File: config.mk
export PLATFORM = sky130hd
export DESIGN_NAME = bmeh_top
export DESIGN_NICKNAME = d
export VERILOG_FILES = /design/src/rtl/bmeh_pkg.sv /design/src/rtl/bmeh_top.sv /design/src/rtl/bmeh_csr_mem.sv
export SDC_FILE = /design/constraint.sdc
export NUM_CORES = 1
export LEC_CHECK = 0
export ABC_AREA = 1
export BUFFER_PORTS_ARGS = -buffer_cell sky130_fd_sc_hd__buf_2
export CAP_MARGIN = 0
export CORE_ASPECT_RATIO = 0.6
export CORE_MARGIN = 1.5
export CORE_UTILIZATION = 50
export DETAILED_ROUTE_END_ITERATION = 8
export PLACE_DENSITY_LB_ADDON = 0.05
export SYNTH_ARGS = -nofsm -noshare
export SYNTH_HDL_FRONTEND = slang
export SYNTH_HIERARCHICAL = 1
export SYNTH_SLANG_ARGS = --single-unit
File: constraint.sdc
create_clock -name mclk_i -period 5 [get_ports mclk_i]
set_input_delay 0 -clock mclk_i [delete_from_list [all_inputs] [get_ports mclk_i]]
set_output_delay 0 -clock mclk_i [all_outputs]
set_load 0.01 [all_outputs]
File: src/rtl/bmeh_pkg.sv
// Package for the bus master error handler: field layout, codes, carriers
package bmeh_pkg;
  localparam int CH_W = 4;
  localparam int NUM_CH = 16;
  localparam int ADDR_W = 4;
  localparam int DATA_W = 32;
  localparam int ERR_LO = 0;
  localparam int ERR_W = 4;
  localparam int EN_BIT = 4;
  localparam int PDE_BIT = 5;
  localparam int CSR_W = 6;
  localparam logic [CSR_W-1:0] CSR_RST = 6'h00;
  localparam logic [ERR_W-1:0] CODE_NONE = 4'h0;
  localparam logic [ERR_W-1:0] CODE_AUTH = 4'h4;
  localparam logic [ERR_W-1:0] CODE_PGFLT = 4'h5;
  localparam logic [ERR_W-1:0] CODE_BUS = 4'h6;
  localparam logic [ERR_W-1:0] CODE_SYS = 4'h7;
  localparam logic [DATA_W-1:0] DATA_ONES = 32'hFFFFFFFF;

  // One bit per detected error kind, presented with the bus operation
  typedef struct packed {
    logic authority;
    logic page_fault;
    logic data_parity;
    logic addr_parity;
    logic card_fdbk;
    logic extent;
    logic reload;
    logic sys_addr;
    logic sys_addr_sync;
    logic sys_data;
  } bmeh_err_t;

  typedef struct packed {
    logic valid;
    logic [CH_W-1:0] channel;
    logic mapped;
    logic to_ctrl;
    logic is_read;
    bmeh_err_t err;
  } bmeh_op_t;

  typedef struct packed {
    logic chck;
    logic sfdbk_rtn;
    logic drv_en;
    logic [DATA_W-1:0] rdata;
  } bmeh_resp_t;
endpackage

File: src/rtl/bmeh_top.sv
// Bus master error handler of the io_channel_controller
// How it works
// RULE1 - Channel check pulses with the faulty operation
// RULE2 - Listed bus master errors are recoverable
// RULE3 - Reload, system errors also handled recoverably
// RULE4 - Mapped errors log class in bits 0-3
// RULE5 - Logged code holds until software store
// RULE6 - Mapped extent/address parity: withhold feedback
// RULE7 - Master stops and interrupts on check; the master model raises irq_o but keeps issuing operations
// RULE8 - Disabled or pending channel: check, no log
// RULE9 - After error, no data; drivers off
// RULE10 - Bus-to-bus, prevent set: address parity checks only
// RULE11 - Prevent-set master self-reports its errors; the master model reports only address parity and card feedback
// RULE12 - Bus-to-bus, prevent clear: as mapped
// RULE13 - Bus-to-bus, prevent clear: parity withholds feedback
// RULE14 - Card feedback bus-to-bus follows prevent bit
// RULE15 - Address parity always handled as bus-to-bus
// RULE16 - Mapped errors act regardless of prevent bit
// RULE17 - One error status per channel only
// RULE18 - Disabled channel stays until cleared, re-enabled
//
// The implementer's own choices: the plain strobed port and the register addresses.
module bmeh_top
  import bmeh_pkg::*;
(
  input wire logic mclk_i,
  input wire logic rst_n_i,
  input wire bmeh_pkg::bmeh_op_t op_i,
  input wire logic [bmeh_pkg::ADDR_W-1:0] reg_addr_i,
  input wire logic [bmeh_pkg::DATA_W-1:0] reg_wdata_i,
  input wire logic reg_wr_i,
  input wire logic reg_rd_i,
  output logic [bmeh_pkg::DATA_W-1:0] reg_rdata_o,
  output bmeh_pkg::bmeh_resp_t resp_o,
  output logic err_log_o
);
  import bmeh_pkg::*;

  typedef struct packed {
    bmeh_resp_t resp;
    logic err_log;
    logic [DATA_W-1:0] rdata;
    logic rd_pend;
    logic rd_err_pend;
  } bmeh_state_t;

  bmeh_state_t s_q;
  bmeh_state_t s_d;

  logic [CSR_W-1:0] op_csr;
  logic [CSR_W-1:0] reg_csr;
  logic [NUM_CH*CSR_W-1:0] all_csr;
  logic mem_we;
  logic [CH_W-1:0] mem_waddr;
  logic [CSR_W-1:0] mem_wdata;

  // Selects the one class code that is logged; earlier terms take priority
  function automatic logic [ERR_W-1:0] err_class(input bmeh_err_t e);
    logic [ERR_W-1:0] c;
    c = CODE_NONE;
    if (e.authority)
      c = CODE_AUTH;
    else if (e.page_fault)
      c = CODE_PGFLT;
    else if (e.addr_parity || e.data_parity || e.card_fdbk)
      c = CODE_BUS;
    else if (e.extent || e.reload || e.sys_addr || e.sys_data)
      c = CODE_SYS;
    return c;
  endfunction

  // Operation is evaluated against the channel status read in the same cycle,
  // so status lookup is combinational here; the software read port registers
  // the same combinational copy in this module.
  assign op_csr = all_csr[op_i.channel*CSR_W +: CSR_W];

  bmeh_csr_mem #(
    .N(NUM_CH)
  ) u_csr (
    .mclk_i(mclk_i),
    .rst_n_i(rst_n_i),
    .we_i(mem_we),
    .waddr_i(mem_waddr),
    .wdata_i(mem_wdata),
    .raddr_a_i(reg_addr_i),
    .rdata_a_o(reg_csr),
    .raddr_b_i(op_i.channel),
    .rdata_b_o(),
    .all_o(all_csr)
  );

  logic any_err;
  logic enabled;
  logic pending;
  logic pde;
  logic do_log;
  logic do_chck;
  logic no_fdbk;
  logic blocked;
  logic [ERR_W-1:0] code;
  logic [CSR_W-1:0] new_csr;

  always_comb
  begin
    s_d = s_q;
    enabled = op_csr[EN_BIT];
    pending = op_csr[ERR_LO +: ERR_W] != CODE_NONE;
    pde = op_csr[PDE_BIT];
    code = err_class(op_i.err); // [RULE17]
    any_err = code != CODE_NONE;
    blocked = !enabled || pending; // [RULE18]
    do_log = 1'b0;
    do_chck = 1'b0;
    no_fdbk = 1'b0;
    if (op_i.valid)
    begin
      if (blocked)
      begin
        // No new log while blocked, so a pending code is never overwritten
        do_chck = 1'b1; // [RULE8] [RULE5]
        no_fdbk = 1'b1; // [RULE8]
      end
      else if (op_i.err.addr_parity)
      begin
        // Mapping cannot be known on address parity: bus-to-bus handling
        do_chck = 1'b1; // [RULE15] [RULE10] [RULE1]
        do_log = !pde; // [RULE12] [RULE10]
        no_fdbk = !pde; // [RULE13] [RULE6]
      end
      else if (op_i.mapped)
      begin
        // System address errors check only when caught synchronously
        do_chck = any_err && !(op_i.err.sys_addr && !op_i.err.sys_addr_sync
          && code == CODE_SYS && !op_i.err.extent && !op_i.err.reload
          && !op_i.err.sys_data); // [RULE16] [RULE2] [RULE3] [RULE1]
        do_log = any_err; // [RULE4] [RULE16]
        no_fdbk = op_i.err.extent; // [RULE6]
      end
      else if (op_i.err.card_fdbk)
      begin
        do_chck = !pde; // [RULE14]
        do_log = !pde; // [RULE14]
      end
      else
      begin
        do_chck = any_err && !pde; // [RULE12]
        do_log = any_err && !pde; // [RULE12]
      end
    end
    new_csr = op_csr;
    new_csr[ERR_LO +: ERR_W] = code; // [RULE4]
    new_csr[EN_BIT] = 1'b0; // [RULE12]
    s_d.resp.chck = do_chck; // [RULE1]
    // Feedback only for clean accesses; an error with no check must not look accepted
    s_d.resp.sfdbk_rtn = op_i.valid && op_i.to_ctrl && !no_fdbk && !do_chck && !any_err; // [RULE6]
    // Reads aimed at us after an error see released drivers: all ones
    s_d.resp.drv_en = op_i.valid && op_i.to_ctrl && op_i.is_read && !do_chck
      && !blocked && !any_err; // [RULE9]
    s_d.resp.rdata = s_d.resp.drv_en ? {{(DATA_W-CSR_W){1'b0}}, op_csr} : DATA_ONES; // [RULE9]
    s_d.err_log = do_log;
    s_d.rd_pend = reg_rd_i;
    s_d.rdata = s_q.rd_pend ? {{(DATA_W-CSR_W){1'b0}}, reg_csr} : '0;
  end

  // Hardware log wins over a software store landing in the same cycle
  always_comb
  begin
    if (do_log)
    begin
      mem_we = 1'b1; // [RULE4]
      mem_waddr = op_i.channel;
      mem_wdata = new_csr;
    end
    else
    begin
      mem_we = reg_wr_i; // [RULE5] [RULE18]
      mem_waddr = reg_addr_i;
      mem_wdata = reg_wdata_i[CSR_W-1:0];
    end
  end

  always_ff @(posedge mclk_i)
  begin
    if (!rst_n_i)
    begin
      s_q.resp.chck <= 1'b0;
      s_q.resp.sfdbk_rtn <= 1'b0;
      s_q.resp.drv_en <= 1'b0;
      s_q.resp.rdata <= DATA_ONES;
      s_q.err_log <= 1'b0;
      s_q.rdata <= '0;
      s_q.rd_pend <= 1'b0;
      s_q.rd_err_pend <= 1'b0;
    end
    else
    begin
      s_q <= s_d;
    end
  end

  // Read data registered straight from the combinational status copy, not the registered memory port: one cycle after strobe
  always_ff @(posedge mclk_i)
  begin
    if (!rst_n_i)
      reg_rdata_o <= '0;
    else
      reg_rdata_o <= reg_rd_i ? {{(DATA_W-CSR_W){1'b0}}, all_csr[reg_addr_i*CSR_W +: CSR_W]} : '0;
  end

  assign resp_o = s_q.resp;
  assign err_log_o = s_q.err_log;
endmodule

File: src/rtl/bmeh_csr_mem.sv
// Per-channel status registers with registered read ports
module bmeh_csr_mem
  import bmeh_pkg::*;
#(
  parameter int N = bmeh_pkg::NUM_CH
)(
  input wire logic mclk_i,
  input wire logic rst_n_i,
  input wire logic we_i,
  input wire logic [bmeh_pkg::CH_W-1:0] waddr_i,
  input wire logic [bmeh_pkg::CSR_W-1:0] wdata_i,
  input wire logic [bmeh_pkg::CH_W-1:0] raddr_a_i,
  output logic [bmeh_pkg::CSR_W-1:0] rdata_a_o,
  input wire logic [bmeh_pkg::CH_W-1:0] raddr_b_i,
  output logic [bmeh_pkg::CSR_W-1:0] rdata_b_o,
  output logic [N*bmeh_pkg::CSR_W-1:0] all_o
);
  import bmeh_pkg::*;
  logic [CSR_W-1:0] mem_q [N];
  genvar g;
  generate
    for (g = 0; g < N; g++)
    begin : g_ch
      always_ff @(posedge mclk_i)
      begin
        if (!rst_n_i)
          mem_q[g] <= CSR_RST;
        else if (we_i && waddr_i == CH_W'(g))
          mem_q[g] <= wdata_i;
      end
      assign all_o[g*CSR_W +: CSR_W] = mem_q[g];
    end
  endgenerate
  always_ff @(posedge mclk_i)
  begin
    if (!rst_n_i)
    begin
      rdata_a_o <= CSR_RST;
      rdata_b_o <= CSR_RST;
    end
    else
    begin
      rdata_a_o <= mem_q[raddr_a_i];
      rdata_b_o <= mem_q[raddr_b_i];
    end
  end
endmodule

# Word level (Yosys, flattened, before mapping)
# Memory sizes are Yosys's and may differ from the RTL's.
# Index checks and enable logic that the tools add are counted.
# word_totals
register_bits	68
mem_bits_rw	96
out_inout_bits	68
word_cells	184
memories	1
# op_classes
multipliers	2
n_eq_ne	16
n_shift	2
muxes	86
bitwise_logic	16
reduce_logical	53
# mem_list
name	words	width	rd	rd_clocked_by_memory_dff	wr	line	text
u_csr.mem_q	16	6	16	0	16	bmeh_csr_mem.sv:19	logic [CSR_W-1:0] mem_q [N];
# op_table
op	count
$shiftx A96 B8 Y6	2
$mux W6	17
$mux W1	63
$eq A4 B4 Y1 const B	8
$mux W32	1
$logic_and A1 B1 Y1	31
$eq A4 B3 Y1 const B	5
$or A1 B1 Y1	16
$mul A4 B2 Y6 const B	2
$mux W3	4
$logic_not A1 Y1	11
$eq A4 B2 Y1 const B	2
$reduce_bool A4 Y1	2
$logic_or A1 B1 Y1	6
$eq A4 B1 Y1 const B	1
$logic_not A4 Y1	1
$mux W4	1
$reduce_and A2 Y1	2

# Depth between registers and ports, before layout
# Gate-level depths: netlist of run 1.
# logic_depth
word_depth	23
ltp_mapped	20
mapped_depth_nobuf	17

# By module
# The synthesis of run 1 kept the hierarchy.
# by_module_without_submodules
mod	instances	cells_each	area_per_inst_um2	seq_area_each_um2
bmeh_csr_mem	1	791	6018.3	3123.0
bmeh_top	1	557	3065.4	340.3

# Worst setup path before layout of run 1
# OpenSTA, ideal clock, no wires.
# synth_path
path_kind	reg-to-reg
start	mem u_csr.mem_q[3][1]
end	mem u_csr.mem_q[12][0] (enable)
arrival_time_ns	2.401
required_time_ns	4.623
slack_ns	2.222
path_stages_with_launch	16
path_buffers	1
cell_sequence	edfxtp_1 > or2_1 > nand2_1 > nand3_1 > nand3_1 > nand2_1 > nor2_2 > nand2_2 > nor2_8 > nand3_2 > buf_6 > nand2_1 > nand2_1 > nor2_1 > nand2_1 > o21ai_0
# synth_lines
item	line
start: declaration	bmeh_csr_mem.sv:19

==> results by stage, run 1 <==
STA:
- The number of max-slew violations in the final report came to 0.
- For the pin with the worst max-slew slack, the measured transition is roughly 0.9 ns.
- The count of final setup violators is 0.
- The shortest clock period the worst path allows after layout is ~3.6 ns.
- For this run, the top clock speed supported by timing is about 0.27 GHz.
- In this run the tightest slew margin relative to its limit is between 30% and 40%.
- The number of hold violations in the final report is 0.
- The period utilization is roughly 73%.
- Setup repair after global routing left no endpoint under its margin.
- The worst clock skew is 0.008606 ns.
- Adding up every negative setup slack in the final design gives 0 ns.

Yosys:
- The cell count after synthesis is 824.
- Summing every instance area after synthesis gives 6656 sq um.
- In this run the mean area of a mapped cell was 8.078 sq um.
- The number of warning messages in the yosys log is 6.

Flow run:
- Across the run, the number of max-cap violations was 0.

Global route:
- The pin count of the biggest net entering global routing is 86.
- The initial antenna violation count is 0.
- The via count of the first global-routing pass was between 5000 and 6000.
- The first-pass GRT wire length is just under 30000 um.
- The global-route total usage across every layer is ~28%.
- The total overflow left after global routing is 0.
- The met3 track demand over resource in global routing is about 4.7%.
- For met1 alone, demand over resource in global routing was 42.13%.
- For this run, global-route usage on met2 was measured as between 40% and 50%.
- The global routing stage identified its most utilized layer as met1.

CTS:
- The sink count of the clock tree is 113.
- The H-tree depth is 4.
- Clock latency on the worst-skew pair, taken at its later pin, is just over 0.4 ns.
- The number of resized instances in the post-cts repair step is 0.
- The number of buffers added to fix hold violations after cts is 5.
- In this run, CTS created clock tree buffers numbering 17.
- The worst-case clock buffer depth is 2.
- The post-CTS setup-driven buffer insertion count is 0.
- The clock root buffer is sky130_fd_sc_hd__clkbuf_16.
- TritonCTS built the clock tree.
- Clock-pin slew was measured on the worst setup and hold paths at about 0.060 ns.

Placed design:
- The number of buffer cells added on primary ports is 73.
- The congestion estimate from routability-driven global placement came to ~0.86.
- The detailed placement HPWL is ~13000 um.

Route:
- The number of violations reported at the end of detailed-routing iteration 0 is roughly 880.
- Once detail routing completed, the nets flagged for antenna violations numbered 0.
- The routed wirelength normalized by instance count is approximately 19 um.
- After detailed routing, the number of remaining DRC violations is 0.
- The iteration count of the initial detailed-routing pass is 6.
- The vias after detailed routing is 5925.
- Using the TritonRoute via totals, the vias-per-cell ratio works out to about 5.7.
- The total wirelength of the detailed-routed design is 19440 um.

Finish:
- The library cell used most frequently in the layout, excluding fill and tap cells, is sky130_fd_sc_hd__nor2_1.
- At the end of the flow the core is filled with cells to between 50 and 60%.
- The net count reported at finish is roughly 910.
- The filler cells instantiated in the layout total around 1200.
- The fraction of final layout cells with drive strength greater than 1 is 14.73%.
- 0 antenna diodes ended up in the layout.
- The library cells used most frequently in the layout, excluding fill and tap cells, are sky130_fd_sc_hd__nor2_1 (133), sky130_fd_sc_hd__nand2_1 (115), sky130_fd_sc_hd__edfxtp_1 (96).
- The signed area change from the synthesized netlist to the final layout is 12.42%.

Status:
- The run finished with clean final reports.

Pwr:
- The peak supply drop is between 200 and 250 uV.
- The leakage power is 3.242 nW.
- Power spread over the standard cell area amounts to ~360 nW/um^2.

Floorplanning:
- The count of boundary I/O pins is between 100 and 150.
- The total die area is approximately 14000 sq um.
- For this configuration, the core starts out at a cell density of between 50% and 60%.
- From bottom edge to top edge, the die measures a little over 90 um.
- The floorplan has 32 rows.
- In this run the horizontal extent of the chip is about 150 um.
- In this run the standard cell core region covers between 10000 and 15000 sq um.

Worst hold path:
- The hold-critical path depth is 3.
- The path class of the lowest-slack min-delay path is in2reg.

Critical path:
- Tracing the worst setup path back leads to its startpoint at op_i[13].
- The type of element capturing the critical path is a register.
- The count of cells along the worst register-to-register path is 14.
- The endpoint required time on the critical path is about 5 ns.
- Data arrives at the worst endpoint at 3.68 ns.
- Of all nets on the critical path, the largest fanout is 44.
- The reg2reg setup slack is between 1.5 and 2 ns.
- The worst setup path is of the in2reg kind.
- The start of the worst register-to-register path is u_csr/mem_q[3][1].
- The endpoint identified for the worst register-to-register timing path is u_csr/mem_q[7][2].
- The critical path ends at u_csr/mem_q[7][2].
- The startpoint class of the critical path is a primary input.
[per-stage QoR]
step           total power (W)  area (sq um)  setup slack, ns  hold slack (ns)  instances
2_1_floorplan         0.001304          6750            2.245           0.1261        849
3_3_place_gp          0.001376          6775            1.104           0.2908       1002
3_5_place_dp          0.001384          6775            1.033           0.2954       1002
4_1_cts               0.002730          7483            1.436          0.02457       1039
5_1_grt               0.002811          7483            1.101          0.04147       1039
6_report              0.002727          7483            1.357          0.03524       1039
[sequential cells by signal, indices dropped and copies added (netlist names)]
name,count
u_csr/mem_q,96
resp_o,10
reg_rdata_o,6
err_log_o,1
[area by class of cell]
type | instances | area (sq um) | area share [%]
Clock buffer | 17 | 425.4 | 5.685
Clock inverter | 15 | 232.7 | 3.110
Multi-Input combinational cell | 543 | 2551 | 34.09
Timing Repair Buffer | 87 | 483.0 | 6.454
Inverter | 94 | 355.3 | 4.748
Tap cell | 170 | 212.7 | 2.842
Sequential cell | 113 | 3223 | 43.07
[where the power goes]
part	internal, W	switching, W
Combinational	0.0000794	0.000225
Clock	0.000890	0.000459
Sequential	0.00106	0.0000150
Total	0.00203	0.000699
[per-layer routing]
metal  up-vias  part of all wire (%)
met3        33                    11
met4         0                   1.5
li1       2737                     -
met5         -                     0
met2       377                    42
met1      2778                    45
[how the worst min path moves through the flow]
stage	startpoint	to	slack, ns
2_1_floorplan	rst_n_i	err_log_o	0.13
6_report	reg_rd_i	reg_rdata_o[0]	0.04
4_1_cts	op_i[8]	resp_o[33]	0.02
5_1_grt	reg_rd_i	reg_rdata_o[0]	0.04
3_5_place_dp	op_i[6]	resp_o[34]	0.30
3_3_place_gp	op_i[6]	resp_o[34]	0.29
[worst max-delay path, stage by stage]
cell,delay (ns)
sky130_fd_sc_hd__buf_2,0.68
sky130_fd_sc_hd__inv_4,0.26
sky130_fd_sc_hd__or2_1,0.29
sky130_fd_sc_hd__nand2_1,0.06
sky130_fd_sc_hd__nand3_1,0.16
sky130_fd_sc_hd__nand3_1,0.14
sky130_fd_sc_hd__nand2_1,0.07
sky130_fd_sc_hd__nor2_2,0.12
sky130_fd_sc_hd__nand2_2,0.09
sky130_fd_sc_hd__nor2_8,0.17
sky130_fd_sc_hd__nand3_2,0.28
sky130_fd_sc_hd__nand2_1,0.13
sky130_fd_sc_hd__nand2_1,0.13
sky130_fd_sc_hd__inv_1,0.14
sky130_fd_sc_hd__nand2_1,0.19
sky130_fd_sc_hd__o21ai_0,0.76
No activity file was read; power rests on OpenSTA's default activity.
==> inputs of run 2 (changes only) <==
==> constraint.sdc (replaced) <==
create_clock -name mclk_i -period 3.69 [get_ports mclk_i]
set_input_delay 0 -clock mclk_i [delete_from_list [all_inputs] [get_ports mclk_i]]
set_output_delay 0 -clock mclk_i [all_outputs]
set_load 0.01 [all_outputs]
==> run 2 against run 1 <==
Effect of this change: power rose by 37%; sequential power rose by 36%; count of clock-buffer cells in the layout rose by 3; wire length rose by 0.40%; global-route usage rose by 0.11 points; register-to-register slack got worse by 0.98 ns; clock power rose by 38%; combinational power rose by 42%; worst setup slack got worse by 0.78 ns; first-iteration DRC count fell by 20%; largest power group unchanged.
==> results by stage, run 2 (same netlist as run 1, synthesis figures left out) <==
Status:
- The run finished with clean final reports.

Pwr:
- The sum of internal, switching and leakage power is 0.003748 W.
- The peak supply drop is 314.8 uV.
- Dividing total power by cell area gives a power density of 492.1 nW/um^2.
- Summed over all cells, the static leakage comes to roughly 3.3 nW.

Floorplanning:
- The number of standard-cell rows in the floorplan is 32.
- The die is between 90 and 100 um tall.
- From left edge to right edge, the die measures 152.0 um.
- The floorplan step defined a core boundary enclosing ~13000 sq um.
- The count of boundary I/O pins is ~130.
- The initial utilization of the core area, before any placement, comes to between 50 and 60%.
- The total die area is between 10000 and 15000 sq um.

CTS:
- Once the clock tree was built, the setup fixing pass inserted 0 buffers.
- The worst-skew pair later-pin latency is a little over 0.4 ns.
- The number of hold buffers added after CTS was 5.
- The clock root buffer is sky130_fd_sc_hd__clkbuf_16.
- The number of resized instances in the post-cts repair step is 0.
- The H-tree was split into 4 levels.
- TritonCTS created 17 clock buffers.
- The clock-pin slew on the worst setup and hold paths is ~0.060 ns.
- The worst-case clock buffer depth is 2.
- The sink count of the clock tree is between 100 and 150.
- TritonCTS built the clock tree.

Critical path:
- The largest individual stage delay along the critical path comes from the cell sky130_fd_sc_hd__edfxtp_1.
- The worst setup path is captured at a register.
- The cell that appears most often on the critical path is sky130_fd_sc_hd__nand2_1.
- The signal on the critical path passes through or2_0 -> nand3_1 -> nand3_1 -> nand3_1 -> nand2_1 -> nor2_2 -> nand2_2 -> nor2_8 -> nand3_2 -> nand2_1 -> nand2_1 -> inv_1 -> nand2_1 -> inv_1 -> nand4_1 -> nor2_1.
- STA classifies the critical path startpoint as a register.
- The maximum single-stage delay on the critical path is between 0.3 and 0.4 ns.
- The critical path is of the reg2reg type.
- Of all nets on the critical path, the largest fanout is 11.
- The data arrival time of the worst path is roughly 3.4 ns.
- The endpoint required time on the critical path is slightly below 4 ns.

STA:
- The number of max-slew violations in the final report was 0.
- The number of hold violations in the final report is 0.
- The worst path needs 3.111 ns of the cycle, external delays included.
- Setup repair after global routing left no endpoint under its margin.
- For the final database, setup skew stands at between 0.01 and 0.015 ns.
- At the pin with the least slew margin, the transition time is 0.6491 ns.
- The worst-case headroom to the max-slew limit is between 50% and 60%.
- The count of final setup violators is 0.
- Static timing analysis puts the maximum clock frequency at approximately 0.32 GHz.
- The period utilization is a little over four fifths.
- In the final timing run, aggregate negative setup slack is 0 ns.

Global route:
- The initial antenna violation count is 0.
- Global routing consumed, on the met3 layer, under 10% of the routing resources.
- For this run, global-route usage on met2 was measured as between 30% and 40%.
- The first global-routing pass estimated 29300 um of wire.
- The met1 demand-to-capacity share in global routing is 41.83%.
- The global-route total usage across every layer is around 28%.
- The total overflow reported by the global router is 0.
- The pin count of the biggest net entering global routing is between 70 and 80.
- After global routing, the most crowded layer is met1.
- The via count of the first global-routing pass is ~5300.

Route:
- The final routed DRC violation total is 0.
- The vias after detailed routing is ~6000.
- After detailed routing, the number of vias per cell comes to 5.637.
- The first routing iteration left approximately 700 violations.
- The total wirelength of the detailed-routed design is 19510 um.
- Once detail routing completed, the nets flagged for antenna violations numbered 0.
- In the final routed layout, each cell accounts on average for roughly 18 um.
- The iteration count of the initial detailed-routing pass is 6.

Finish:
- Of the cells placed in the final design, the portion with a size suffix greater than 1 is roughly 16%.
- The count of inserted antenna diode cells is 0.
- The signed area change from the synthesized netlist to the final layout is 14.44%.
- The register with the most flip-flops in the final layout is u_csr/mem_q.
- The library cell used most frequently in the layout, excluding fill and tap cells, is sky130_fd_sc_hd__nor2_1.
- Once layout is complete, the utilization of the core stands at between 50% and 60%.
- With fillers left out, the area of the finished cells amounts to between 7000 and 8000 sq um.
- The net count reported at finish is 930.
- The library cells used most frequently in the layout, excluding fill and tap cells, are sky130_fd_sc_hd__nor2_1 (133), sky130_fd_sc_hd__nand2_1 (115), sky130_fd_sc_hd__edfxtp_1 (96).
- The number of flip-flops in the largest register is 96.

Placed design:
- The detailed placement HPWL is 13150 um.
- Routability-driven placement finished with a final weighted congestion of roughly 0.9.
- The number of buffer cells added on primary ports is 73.
- The placed instances occupy a cell area of between 6000 and 7000 sq um.

Flow run:
- The number of max-capacitance violations reported is 0.

Worst hold path:
- The path class of the lowest-slack min-delay path is in2reg.
-- run 2: final cells by class --
class	instances	area [sq um]
Timing Repair Buffer	103	615.6
Clock buffer	20	446.7
Inverter	94	355.3
Fill cell	1108	5315
Tap cell	170	212.7
Multi-Input combinational cell	543	2551
Sequential cell	113	3223
Clock inverter	12	212.7
-- run 2: worst paths after layout --
path,cells past startpoint,slack (ns),end,from
worst max register to register,16,0.58,u_csr/mem_q[7][0],u_csr/mem_q[8][0]
worst min-delay path,3,0.03,reg_rdata_o[0],reg_rd_i
worst max-delay path,16,0.58,u_csr/mem_q[7][0],u_csr/mem_q[8][0]
worst min register to register,4,0.73,reg_rdata_o[0],u_csr/mem_q[0][0]
-- run 2: power breakdown --
| group | switching (W) | internal [W] | leakage [nW] | total [W] |
|---|---|---|---|---|
| Clock | 0.000585 | 0.00128 | 0.315 | 0.00186 |
| Combinational | 0.000310 | 0.000122 | 1.88 | 0.000432 |
| Sequential | 0.0000195 | 0.00143 | 1.14 | 0.00145 |
-- run 2: stage by stage --
stage / worst slack [ns] / hold WS (ns) / cells
after global routing: 0.3753 / 0.05705 / 1055
after global placement: 0.6360 / 0.2920 / 1018
after floorplan: 0.9346 / 0.1261 / 849
final: 0.5795 / 0.03369 / 1055
after detailed placement: 0.5484 / 0.3023 / 1018
after CTS: 0.6240 / 0.01047 / 1055
-- run 2: metal layers --
layer / vias to the layer above / wire length (um)
met5: - / 0
met4: 0 / 335
met3: 41 / 2265
met2: 372 / 8189
met1: 2763 / 8724
li1: 2771 / -
-- run 2: critical path, delay by kind of cell (launching register included) --
family,cells,cell delay (ns)
DFF,1,0.37
and+or+nand+nor,14,2.25
buffers and inverters,2,0.32
